### config.mk
export PLATFORM = sky130hd
export DESIGN_NAME = shadow_rx_tx_port
export DESIGN_NICKNAME = d
export VERILOG_FILES = /design/src/shadow_port_pkg.sv /design/src/shadow_rx_tx_port.sv
export SDC_FILE = /design/constraint.sdc
export NUM_CORES = 1
export LEC_CHECK = 0
export ABC_AREA = 1
export BUFFER_PORTS_ARGS = -buffer_cell sky130_fd_sc_hd__buf_2
export CAP_MARGIN = 20
export CORE_MARGIN = 2
export CORE_UTILIZATION = 30
export CTS_BUF_LIST = sky130_fd_sc_hd__clkbuf_4
export CTS_CLUSTER_DIAMETER = 30
export DETAILED_ROUTE_END_ITERATION = 8
export HOLD_SLACK_MARGIN = 0.1
export SETUP_SLACK_MARGIN = 0.05
export SYNTH_ARGS = -nofsm -noshare
export SYNTH_HDL_FRONTEND = slang
export SYNTH_SLANG_ARGS = --single-unit
### constraint.sdc
create_clock -name CLOCK -period 5.7 [get_ports CLOCK]
set_input_delay 0.285 -clock CLOCK [delete_from_list [all_inputs] [get_ports CLOCK]]
set_output_delay 0.285 -clock CLOCK [all_outputs]
set_load 0.02 [all_outputs]
### src/shadow_port_pkg.sv
// Constants for the shadow receive/transmit data alias
package shadow_port_pkg;
  localparam logic [31:0] SHADOW_RX_TX_DATA_12_ADDR = 32'h5000_1060;
  localparam logic [31:0] CONTROL_ADDR = 32'h5000_1100;
  localparam logic [31:0] LINE_STATUS_ADDR = 32'h5000_1104;
  localparam logic [31:0] IRQ_STATUS_ADDR = 32'h5000_1108;
  localparam logic [31:0] IRQ_MASK_ADDR = 32'h5000_110C;
  localparam int BYTE_MSB = 7;
  localparam int CTRL_FIFO_EN_BIT = 0;
  localparam int CTRL_IR_MODE_BIT = 1;
  localparam int LS_DATA_READY_BIT = 0;
  localparam int LS_OVERRUN_BIT = 1;
  localparam int LS_TX_EMPTY_BIT = 5;
  localparam int IRQ_RX_BIT = 0;
  localparam int IRQ_OVR_BIT = 1;
  localparam int IRQ_TXE_BIT = 2;
  localparam logic [15:0] DATA_RESET = 16'h0000;
  localparam int FIFO_DEPTH_DEFAULT = 16;
  localparam int BAUD_DIV_DEFAULT = 16;
  localparam logic [1:0] RESP_OKAY = 2'h0;
  localparam logic [1:0] RESP_SLVERR = 2'h2;
endpackage

### src/shadow_rx_tx_port.sv
// Shadow receive/transmit data alias with AXI4-Lite slave and serial line
//
// Function
// - The alias at its word address reaches the receive buffer as one of sixteen 32-bit burst slots.
// - A read returns the byte received on the serial or infrared input in bits 7:0.
// - Read data is valid only while data ready is set; reads with it clear mean nothing.
// - With FIFOs off, a new character overwrites an unread buffer and flags overrun.
// - With FIFOs on, a read returns the oldest receive FIFO entry.
// - A character arriving at a full receive FIFO is dropped and flags overrun.
// - Writes to the alias go to the transmit holding path, sent on the serial or low-active infrared output.
// - With FIFOs off, a write clears transmit holding empty.
// - With FIFOs off, a further write before empty sets again replaces the held character; one in the cycle its sending starts is discarded.
// - With FIFOs on, writes are accepted up to the transmit FIFO depth, default 16.
// - A write while the transmit FIFO is full is discarded.
`timescale 1ns/1ps
`default_nettype none
module shadow_rx_tx_port
  import shadow_port_pkg::*;
#(
  parameter int DEPTH = FIFO_DEPTH_DEFAULT,
  parameter int BAUD_DIV = BAUD_DIV_DEFAULT
) (
  input wire logic CLOCK,
  input wire logic RST_N,
  input wire logic [31:0] AWADDR,
  input wire logic AWVALID,
  output logic AWREADY,
  input wire logic [31:0] WDATA,
  input wire logic [3:0] WSTRB,
  input wire logic WVALID,
  output logic WREADY,
  output logic [1:0] BRESP,
  output logic BVALID,
  input wire logic BREADY,
  input wire logic [31:0] ARADDR,
  input wire logic ARVALID,
  output logic ARREADY,
  output logic [31:0] RDATA,
  output logic [1:0] RRESP,
  output logic RVALID,
  input wire logic RREADY,
  input wire logic SERIAL_IN,
  input wire logic IR_IN,
  output logic SERIAL_OUT,
  output logic IR_OUT_N,
  output logic IRQ
);
  localparam int AW = $clog2(DEPTH);
  localparam int CW = $clog2(BAUD_DIV * 10) + 1;
  localparam logic [AW:0] DEPTH_C = (AW + 1)'(DEPTH);

  logic [1:0] ctrl_r;
  logic [2:0] irq_st_r;
  logic [2:0] irq_mask_r;
  // Receive and transmit stores, one flop row per entry
  logic [7:0] rx_mem [DEPTH];
  logic [7:0] tx_mem [DEPTH];
  logic [AW-1:0] rx_rd_r;
  logic [AW-1:0] rx_wr_r;
  logic [AW-1:0] tx_rd_r;
  logic [AW-1:0] tx_wr_r;
  logic [AW:0] rx_cnt_r;
  logic [AW:0] tx_cnt_r;
  logic overrun_r;
  logic aw_got_r;
  logic w_got_r;
  logic [31:0] aw_addr_r;
  logic [15:0] w_data_r;
  logic [1:0] w_strb_r;

  // Write channel capture, either order
  wire aw_fire = AWVALID && AWREADY;
  wire w_fire = WVALID && WREADY;
  wire wr_go = aw_got_r && w_got_r && !BVALID;
  wire hit_data_w = aw_addr_r == SHADOW_RX_TX_DATA_12_ADDR;
  wire hit_ctrl_w = aw_addr_r == CONTROL_ADDR;
  wire hit_mask_w = aw_addr_r == IRQ_MASK_ADDR;
  wire hit_ro_w = aw_addr_r == LINE_STATUS_ADDR || aw_addr_r == IRQ_STATUS_ADDR;
  wire wr_mapped = hit_data_w || hit_ctrl_w || hit_mask_w || hit_ro_w;
  wire fifo_en = ctrl_r[CTRL_FIFO_EN_BIT];
  wire ir_mode = ctrl_r[CTRL_IR_MODE_BIT];
  // byte write to transmit path; upper byte ignored
  wire tx_push_req = wr_go && hit_data_w && w_strb_r[0];
  wire tx_full = fifo_en ? (tx_cnt_r == DEPTH_C) : (tx_cnt_r != '0);

  always_ff @(posedge CLOCK or negedge RST_N) begin
    if (!RST_N) begin
      aw_got_r <= 1'b0;
      w_got_r <= 1'b0;
      aw_addr_r <= '0;
      w_data_r <= DATA_RESET;
      w_strb_r <= '0;
      AWREADY <= 1'b0;
      WREADY <= 1'b0;
      BVALID <= 1'b0;
      BRESP <= RESP_OKAY;
    end else begin
      AWREADY <= !aw_got_r && !aw_fire;
      WREADY <= !w_got_r && !w_fire;
      if (aw_fire) begin
        aw_got_r <= 1'b1;
        aw_addr_r <= AWADDR;
      end
      if (w_fire) begin
        w_got_r <= 1'b1;
        w_data_r <= WDATA[15:0];
        w_strb_r <= WSTRB[1:0];
      end
      if (wr_go) begin
        BVALID <= 1'b1;
        BRESP <= wr_mapped ? RESP_OKAY : RESP_SLVERR;
      end else if (BVALID && BREADY) begin
        BVALID <= 1'b0;
        aw_got_r <= 1'b0;
        w_got_r <= 1'b0;
      end
    end
  end

  always_ff @(posedge CLOCK or negedge RST_N) begin
    if (!RST_N) begin
      ctrl_r <= '0;
      irq_mask_r <= '0;
    end else if (wr_go && w_strb_r[0]) begin
      if (hit_ctrl_w) ctrl_r <= w_data_r[1:0];
      if (hit_mask_w) irq_mask_r <= w_data_r[2:0];
    end
  end

  // Read channel
  logic rd_pend_r;
  logic [31:0] ar_addr_r;
  wire ar_fire = ARVALID && ARREADY;
  wire hit_data_r = ar_addr_r == SHADOW_RX_TX_DATA_12_ADDR;
  wire hit_ls_r = ar_addr_r == LINE_STATUS_ADDR;
  wire hit_irq_r = ar_addr_r == IRQ_STATUS_ADDR;
  wire rd_go = rd_pend_r && !RVALID;
  wire data_ready = rx_cnt_r != '0;
  // head of receive store; single slot uses same head
  wire [7:0] rx_head = rx_mem[rx_rd_r];
  wire tx_empty = tx_cnt_r == '0;
  wire [7:0] line_status = {2'b00, tx_empty, 3'b000, overrun_r, data_ready};
  wire rx_pop = rd_go && hit_data_r && data_ready;
  // byte in 7:0; 15:8 read zero
  wire [31:0] rd_val =
    hit_data_r ? {24'h0, rx_head} :
    hit_ls_r ? {24'h0, line_status} :
    hit_irq_r ? {29'h0, irq_st_r} :
    (ar_addr_r == CONTROL_ADDR) ? {30'h0, ctrl_r} :
    (ar_addr_r == IRQ_MASK_ADDR) ? {29'h0, irq_mask_r} : 32'h0;
  wire rd_mapped = hit_data_r || hit_ls_r || hit_irq_r || ar_addr_r == CONTROL_ADDR
    || ar_addr_r == IRQ_MASK_ADDR;

  always_ff @(posedge CLOCK or negedge RST_N) begin
    if (!RST_N) begin
      rd_pend_r <= 1'b0;
      ar_addr_r <= '0;
      ARREADY <= 1'b0;
      RVALID <= 1'b0;
      RDATA <= '0;
      RRESP <= RESP_OKAY;
    end else begin
      ARREADY <= !rd_pend_r && !ar_fire;
      if (ar_fire) begin
        rd_pend_r <= 1'b1;
        ar_addr_r <= ARADDR;
      end
      if (rd_go) begin
        RVALID <= 1'b1;
        RDATA <= rd_val;
        RRESP <= rd_mapped ? RESP_OKAY : RESP_SLVERR;
      end else if (RVALID && RREADY) begin
        RVALID <= 1'b0;
        rd_pend_r <= 1'b0;
      end
    end
  end

  // Receiver: 8N1, oversampled by BAUD_DIV
  logic [1:0] rx_sync_r;
  logic rx_busy_r;
  logic [CW-1:0] rx_tick_r;
  logic [3:0] rx_bit_r;
  logic [7:0] rx_shift_r;
  wire rx_line = ir_mode ? !IR_IN : SERIAL_IN;
  wire rx_sample = rx_busy_r && rx_tick_r == CW'(BAUD_DIV - 1);
  wire rx_done = rx_sample && rx_bit_r == 4'h9;
  wire rx_good = rx_done && rx_sync_r[1];
  wire rx_full = fifo_en ? (rx_cnt_r == DEPTH_C) : 1'b0;
  // drop when full; overwrite when FIFOs off
  wire rx_push = rx_good && !rx_full;
  wire rx_ovr = rx_good && (fifo_en ? rx_full : data_ready);
  wire rx_overwrite = rx_good && !fifo_en && data_ready;
  // Single slot sits at the read index when FIFOs are off
  wire rx_we = rx_push || rx_overwrite;
  wire [AW-1:0] rx_widx = (rx_overwrite || !fifo_en) ? rx_rd_r : rx_wr_r;
  // Occupancy steps; push and pop together leave it unchanged with FIFOs on, but drop it by one with FIFOs off
  wire rx_inc = rx_push && !rx_overwrite;
  wire rx_dec = rx_pop;

  // Receive entries, cleared so an early read shows zero
  for (genvar j = 0; j < DEPTH; j++) begin : g_rx_mem
    always_ff @(posedge CLOCK or negedge RST_N) begin
      if (!RST_N) begin
        rx_mem[j] <= '0;
      end else if (rx_we && rx_widx == AW'(j)) begin
        rx_mem[j] <= rx_shift_r;
      end
    end
  end

  always_ff @(posedge CLOCK or negedge RST_N) begin
    if (!RST_N) begin
      rx_sync_r <= 2'b11;
      rx_busy_r <= 1'b0;
      rx_tick_r <= '0;
      rx_bit_r <= '0;
      rx_shift_r <= '0;
    end else begin
      rx_sync_r <= {rx_sync_r[0], rx_line};
      if (!rx_busy_r) begin
        if (!rx_sync_r[1]) begin
          rx_busy_r <= 1'b1;
          rx_tick_r <= CW'(BAUD_DIV / 2);
          rx_bit_r <= '0;
        end
      end else if (rx_sample) begin
        rx_tick_r <= '0;
        rx_bit_r <= rx_bit_r + 4'h1;
        if (rx_bit_r == 4'h0 && rx_sync_r[1]) rx_busy_r <= 1'b0;
        if (rx_bit_r != 4'h0 && rx_bit_r != 4'h9) rx_shift_r <= {rx_sync_r[1], rx_shift_r[7:1]};
        if (rx_done) rx_busy_r <= 1'b0;
      end else begin
        rx_tick_r <= rx_tick_r + CW'(1);
      end
    end
  end

  always_ff @(posedge CLOCK or negedge RST_N) begin
    if (!RST_N) begin
      rx_rd_r <= '0;
      rx_wr_r <= '0;
      rx_cnt_r <= '0;
      overrun_r <= 1'b0;
    end else begin
      if (rx_inc) rx_wr_r <= fifo_en ? AW'(rx_wr_r + 1'b1) : rx_rd_r;
      if (rx_pop && fifo_en) rx_rd_r <= AW'(rx_rd_r + 1'b1);
      if (rx_inc && !rx_dec) rx_cnt_r <= rx_cnt_r + 1'b1;
      else if (rx_dec && !rx_inc) rx_cnt_r <= rx_cnt_r - 1'b1;
      // Overrun set wins over the read clear
      if (rx_ovr) overrun_r <= 1'b1;
      else if (rd_go && hit_ls_r) overrun_r <= 1'b0;
    end
  end

  // Transmitter
  logic tx_busy_r;
  logic [CW-1:0] tx_tick_r;
  logic [3:0] tx_bit_r;
  logic [9:0] tx_shift_r;
  wire tx_start = !tx_busy_r && !tx_empty;
  wire tx_bit_end = tx_busy_r && tx_tick_r == CW'(BAUD_DIV - 1);
  // drop when full; replace when FIFOs off
  wire tx_replace = tx_push_req && !fifo_en && !tx_empty && !tx_start;
  wire tx_push = tx_push_req && (!tx_full || tx_replace);
  // Holding slot sits at the read index when FIFOs are off
  wire [AW-1:0] tx_widx = (tx_replace || !fifo_en) ? tx_rd_r : tx_wr_r;

  // Transmit entries, one write port
  for (genvar j = 0; j < DEPTH; j++) begin : g_tx_mem
    always_ff @(posedge CLOCK or negedge RST_N) begin
      if (!RST_N) begin
        tx_mem[j] <= '0;
      end else if (tx_push && tx_widx == AW'(j)) begin
        tx_mem[j] <= w_data_r[BYTE_MSB:0];
      end
    end
  end

  always_ff @(posedge CLOCK or negedge RST_N) begin
    if (!RST_N) begin
      tx_rd_r <= '0;
      tx_wr_r <= '0;
      tx_cnt_r <= '0;
      tx_busy_r <= 1'b0;
      tx_tick_r <= '0;
      tx_bit_r <= '0;
      tx_shift_r <= '1;
      SERIAL_OUT <= 1'b1;
      IR_OUT_N <= 1'b1;
    end else begin
      // accept up to DEPTH; holding fills, empty clears
      if (tx_push && !tx_replace) tx_wr_r <= fifo_en ? AW'(tx_wr_r + 1'b1) : tx_rd_r;
      if (tx_start) tx_rd_r <= fifo_en ? AW'(tx_rd_r + 1'b1) : tx_rd_r;
      if (tx_push && !tx_replace && !tx_start) tx_cnt_r <= tx_cnt_r + 1'b1;
      else if (tx_start && !(tx_push && !tx_replace)) tx_cnt_r <= tx_cnt_r - 1'b1;
      if (tx_start) begin
        tx_busy_r <= 1'b1;
        tx_shift_r <= {1'b1, tx_mem[tx_rd_r], 1'b0};
        tx_tick_r <= '0;
        tx_bit_r <= '0;
      end else if (tx_bit_end) begin
        tx_tick_r <= '0;
        tx_shift_r <= {1'b1, tx_shift_r[9:1]};
        tx_bit_r <= tx_bit_r + 4'h1;
        if (tx_bit_r == 4'h9) tx_busy_r <= 1'b0;
      end else if (tx_busy_r) begin
        tx_tick_r <= tx_tick_r + CW'(1);
      end
      // serial or low-active infrared pulse in first half of zero bits
      SERIAL_OUT <= ir_mode ? 1'b1 : (tx_busy_r ? tx_shift_r[0] : 1'b1);
      IR_OUT_N <= ir_mode && tx_busy_r && !tx_shift_r[0] ? (tx_tick_r >= CW'(BAUD_DIV / 2)) : 1'b1;
    end
  end

  // Interrupts: sticky, read-clear, set wins
  wire [2:0] irq_ev = {tx_start && tx_cnt_r == (AW + 1)'(1), rx_ovr, rx_push};
  wire irq_rd = rd_go && hit_irq_r;
  always_ff @(posedge CLOCK or negedge RST_N) begin
    if (!RST_N) begin
      irq_st_r <= '0;
      IRQ <= 1'b0;
    end else begin
      irq_st_r <= irq_ev | (irq_rd ? 3'h0 : irq_st_r);
      IRQ <= |(irq_st_r & irq_mask_r);
    end
  end
endmodule
`default_nettype wire

==> run summary <==
The sequential fraction of the synthesis area came out at a little over half. Across the VDD grid, the largest voltage drop is around 0.24 mV. The netlist area before placement came out at 20,600 µm². The via count of the first global-routing pass came to approximately 17,000. The total congestion overflow came out at 0. The count of cell types in the netlist came out at 44. The gate count of the mapped netlist came out at roughly 2,600.

The shortest period the worst path allows came out at 3220 ps. The wire length per cell after detailed routing came out at ~15 µm. The total count of max-transition violations in the final report is 0. The flow ran to the end, and the final reports show no timing, DRC or antenna violations. The endpoint kind of the worst setup timing path is a flop. The final count of negative-setup-slack endpoints is 0. The via count came out at approximately 18,000. In the post-synthesis netlist, the biggest area contributors are sky130_fd_sc_hd__dfrtp_1, sky130_fd_sc_hd__nand2_1, sky130_fd_sc_hd__o21ai_0. The pin count of the biggest net entering global routing came out at ~160.

The number of antenna violations at the first check in global routing is 1. The internal power of the cells totals roughly 0.0051 W. The number of levels in the clock H-tree came out at 3. The first global-routing pass estimated 90,900 µm of wire. Of all nets on the critical path, the largest fanout is 10. The synthesis-to-finish area growth is 17.0%. The headroom to the max-slew limit came out at about a third. The tightest min-delay check is of the in -> reg type.

After detailed routing, the number of vias per cell comes to approximately 4.7. The buffer levels on the longest clock path came out at 3. In this run the count of I/O pins placed on the die edge is between 150 and 200. The routed design has around 55,000 µm of wire. TritonCTS built the clock tree. The final net count is a little under 3,000. The analysis attributes to cell leakage a power of ~12 nW. The overall fraction of global-route tracks in use is 15.8%.

The final worst-path cycle share came out at between 50 and 60%. Setup repair after global routing left no endpoint under its margin. The worst-skew pair later-pin latency came out at around 840 ps. The worst setup path is of the reg -> reg kind.

The worst setup path is launched from a flop. Across the routed clock network, the largest skew measured is around 59 ps. The number of sinks on the clock net is between 400 and 500. The number of inserted filler cells in the final layout is between 7,000 and 8,000. The power dissipated by switching net loads is 0.00237 W. The sum of net half-perimeters after detailed placement came out at approximately 34,000 µm.

The worst slack on hold paths came out at about 210 ps. Once the floorplan was initialized, standard cells occupied a little under a third of the core. The average size of a mapped cell is 7.98 µm². The maximum achievable frequency came out at between 300 and 400 MHz. The count of state elements after synthesis came out at 432. Buffers added to address setup during post-CTS repair amount to 0.

The fraction of final layout cells sized beyond drive strength 1 came out at roughly an eighth. Power spread over the standard cell area amounts to approximately 310 nW/µm². For the pin with the worst max-slew slack, the measured transition is around 1000 ps. In this run the remaining antenna-violating nets after routing total 0.

The root buffer cell is sky130_fd_sc_hd__clkbuf_4. The floorplan step set the die height to ~270 µm. The length of the first detailed-routing pass in iterations came out at 5. Net switching is a little under a third of the power. The count of buffers added on input and output ports is 99.

The area of the core came out at 68,200 µm². The sequential fraction of design power is between 40% and 50%. The floorplan die area is 70,700 µm².

The accumulated negative setup slack is 0 ps. The post-CTS clock slew at the launch and capture registers of the worst setup and hold paths came out at approximately 70 ps. The largest total area in the synthesized netlist belongs to sky130_fd_sc_hd__dfrtp_1. The iteration-0 DRC count of the detailed router is between 1,000 and 1,500. The required time at the worst-slack endpoint came out at ~6400 ps. The number of violations of the max-capacitance limit is 0. The count of endpoints failing hold in the final timing report is 0. The last weighted congestion value of the routability-driven placer is around 0.81. The portion of total power attributed to combinational logic is between 10% and 20%. The signal arrival time at the worst endpoint came out at roughly 3900 ps. In this run the horizontal extent of the chip is around 270 µm. The fraction of power consumed by the clock network is between 30% and 40%.

The share of the synthesized area in the top cell type came out at between 50 and 60%. During synthesis, Yosys emitted a total of 0 warnings. The number of buffers created by CTS came out at approximately 110. The number of cell rows is 96. The post-detailed-route DRC marker count came out at 0.
worst max-delay path, cell delays in order, from the launching register on:
cell                      delay, ps
sky130_fd_sc_hd__dfrtp_1        370
sky130_fd_sc_hd__inv_1           70
sky130_fd_sc_hd__nand2_1         50
sky130_fd_sc_hd__nor2_1         210
sky130_fd_sc_hd__nand2_1        100
sky130_fd_sc_hd__nor2_2         300
sky130_fd_sc_hd__nand2_1         90
sky130_fd_sc_hd__nor2_1         380
sky130_fd_sc_hd__nand3_1        200
sky130_fd_sc_hd__ha_1           260
sky130_fd_sc_hd__inv_1          150
sky130_fd_sc_hd__ha_1           290
sky130_fd_sc_hd__a21oi_1        160
sky130_fd_sc_hd__nor2_1          60
sky130_fd_sc_hd__nor2_1         110
sky130_fd_sc_hd__nand2_1         70
sky130_fd_sc_hd__nand2_1         60
sky130_fd_sc_hd__nor2_1          50
sky130_fd_sc_hd__xor2_1         130
final cells by class:
class	instances	area (µm²)	share of cell area, %
Timing Repair Buffer	209	1610	6.68
Sequential cell	432	10800	45.0
Antenna cell	1	2.50	0.0104
Clock buffer	156	1170	4.86
Inverter	155	582	2.42
Tap cell	882	1100	4.58
Multi-Input combinational cell	1877	8530	35.4
Clock inverter	44	246	1.02
per-layer routing:
| layer | part of all wire (%) | vias up | track usage (%) |
|---|---|---|---|
| met2 | 46 | 380 | 25.4 |
| li1 | - | 8757 | - |
| met4 | 2.4 | 0 | 5.42 |
| met1 | 47 | 8403 | 21.6 |
| met3 | 4.9 | 115 | 2.82 |
| met5 | 0 | - | 0 |
placed cells by master (no fill, tap or decap), types with 4 or more instances in the layout:
| cell type | n |
|---|---|
| sky130_fd_sc_hd__dlygate4sd3_1 | 93 |
| sky130_fd_sc_hd__nand3_4 | 10 |
| sky130_fd_sc_hd__buf_4 | 14 |
| sky130_fd_sc_hd__o21ai_0 | 330 |
| sky130_fd_sc_hd__inv_2 | 5 |
| sky130_fd_sc_hd__nor2_1 | 225 |
| sky130_fd_sc_hd__nand4_1 | 17 |
| sky130_fd_sc_hd__dfrtp_1 | 417 |
| sky130_fd_sc_hd__nor2_2 | 18 |
| sky130_fd_sc_hd__ha_1 | 20 |
| sky130_fd_sc_hd__clkinv_1 | 31 |
| sky130_fd_sc_hd__clkbuf_4 | 156 |
| sky130_fd_sc_hd__buf_2 | 98 |
| sky130_fd_sc_hd__nor4_1 | 4 |
| sky130_fd_sc_hd__o221ai_1 | 12 |
| sky130_fd_sc_hd__a21oi_1 | 59 |
| sky130_fd_sc_hd__o22ai_1 | 16 |
| sky130_fd_sc_hd__conb_1 | 26 |
| sky130_fd_sc_hd__dfstp_2 | 13 |
| sky130_fd_sc_hd__nand3_1 | 93 |
| sky130_fd_sc_hd__nand2_1 | 941 |
| sky130_fd_sc_hd__nor3_1 | 17 |
| sky130_fd_sc_hd__a22oi_1 | 16 |
| sky130_fd_sc_hd__o211ai_1 | 22 |
| sky130_fd_sc_hd__xnor2_1 | 5 |
| sky130_fd_sc_hd__xor2_1 | 14 |
| sky130_fd_sc_hd__clkinv_2 | 8 |
| sky130_fd_sc_hd__inv_1 | 149 |
| sky130_fd_sc_hd__o21ai_1 | 14 |
power by group through the flow:
stage          combinational (W)  sequential, W  clock, W
4_1_cts                  0.00110        0.00373   0.00276
5_1_grt                  0.00127        0.00378   0.00294
6_report                 0.00109        0.00374   0.00268
3_5_place_dp            0.000974        0.00379         0
3_3_place_gp            0.000960        0.00378         0
2_1_floorplan           0.000767        0.00360         0
synthesized netlist by cell type (all sizes together):
cell type,count
conb,1
nor4,4
and2,1
o21ai,345
o32ai,3
fa,1
nand4,17
nor3,18
clkbuf,83
or2,3
a31oi,2
a22oi,16
ha,20
nand2,941
buf,56
dfrtp,419
nor3b,1
dfstp,13
nand3b,2
xor2,14
xnor2,5
nor2,243
a21boi,1
a21oi,59
clkinv,2
a21o,1
nand3,103
o22ai,16
o221ai,12
inv,153
o21a,1
o211ai,22
state kept, by name, summed over array words and instances, names as in the netlist, 2 cells and up:
name	flops
rx_shift_r	8
rx_cnt_r	5
rx_sync_r	2
RDATA	8
rx_mem	128
tx_rd_r	4
tx_wr_r	4
ctrl_r	2
rx_bit_r	4
rx_wr_r	4
rx_rd_r	4
irq_st_r	3
ar_addr_r	32
aw_addr_r	32
tx_bit_r	4
tx_cnt_r	5
irq_mask_r	3
tx_mem	128
w_data_r	8
tx_shift_r	9
tx_tick_r	9
rx_tick_r	9
final timing paths:
path | startpoint | endpoint | slack, ps | depth (start not counted)
max | ar_addr_r[16] | rx_cnt_r[4] | 2480 | 18
min | AWADDR[13] | aw_addr_r[13] | 210 | 4
max reg2reg | ar_addr_r[16] | rx_cnt_r[4] | 2480 | 18
min reg2reg | rx_sync_r[0] | rx_sync_r[1] | 360 | 0
max in group asynchronous | RST_N | rx_mem[120] | 4090 | 4
min in group asynchronous | RST_N | RDATA[7] | 590 | 4
cells by family (layout without fill, tap and decap cells):
group / Yosys count / in the layout / share of synthesized area [%]
adders and majority gates: 21 / 21 / 1.31
DFF: 432 / 432 / 52.6
xor gates and xnor gates: 19 / 19 / 0.808
buffers and inverters: 294 / 564 / 6.41
AOI/OAI and AO/OA: 478 / 478 / 12.6
and+or+nand+nor: 1333 / 1333 / 26.3
other: 1 / 27 / 0.0182
metrics by stage:
step / utilization [%] / total power [W] / setup WS, ps / cells / instance area [µm²]
6_report: 35.3 / 0.00751 / 2480 / 3756 / 24100
5_1_grt: 35.3 / 0.00799 / 2170 / 3756 / 24100
4_1_cts: 35.3 / 0.00759 / 2490 / 3755 / 24100
3_5_place_dp: 31.8 / 0.00476 / 2520 / 3461 / 21700
3_3_place_gp: 31.8 / 0.00474 / 2510 / 3461 / 21700
2_1_floorplan: - / 0.00437 / 3100 / 2603 / 20700
repair_timing:
item | in CTS | in global routing
gates resized for setup | 0 | 0
hold buffers | 94 | 0
endpoints found under the hold margin | 459 | 0
Power figures use the tool's default switching activity.
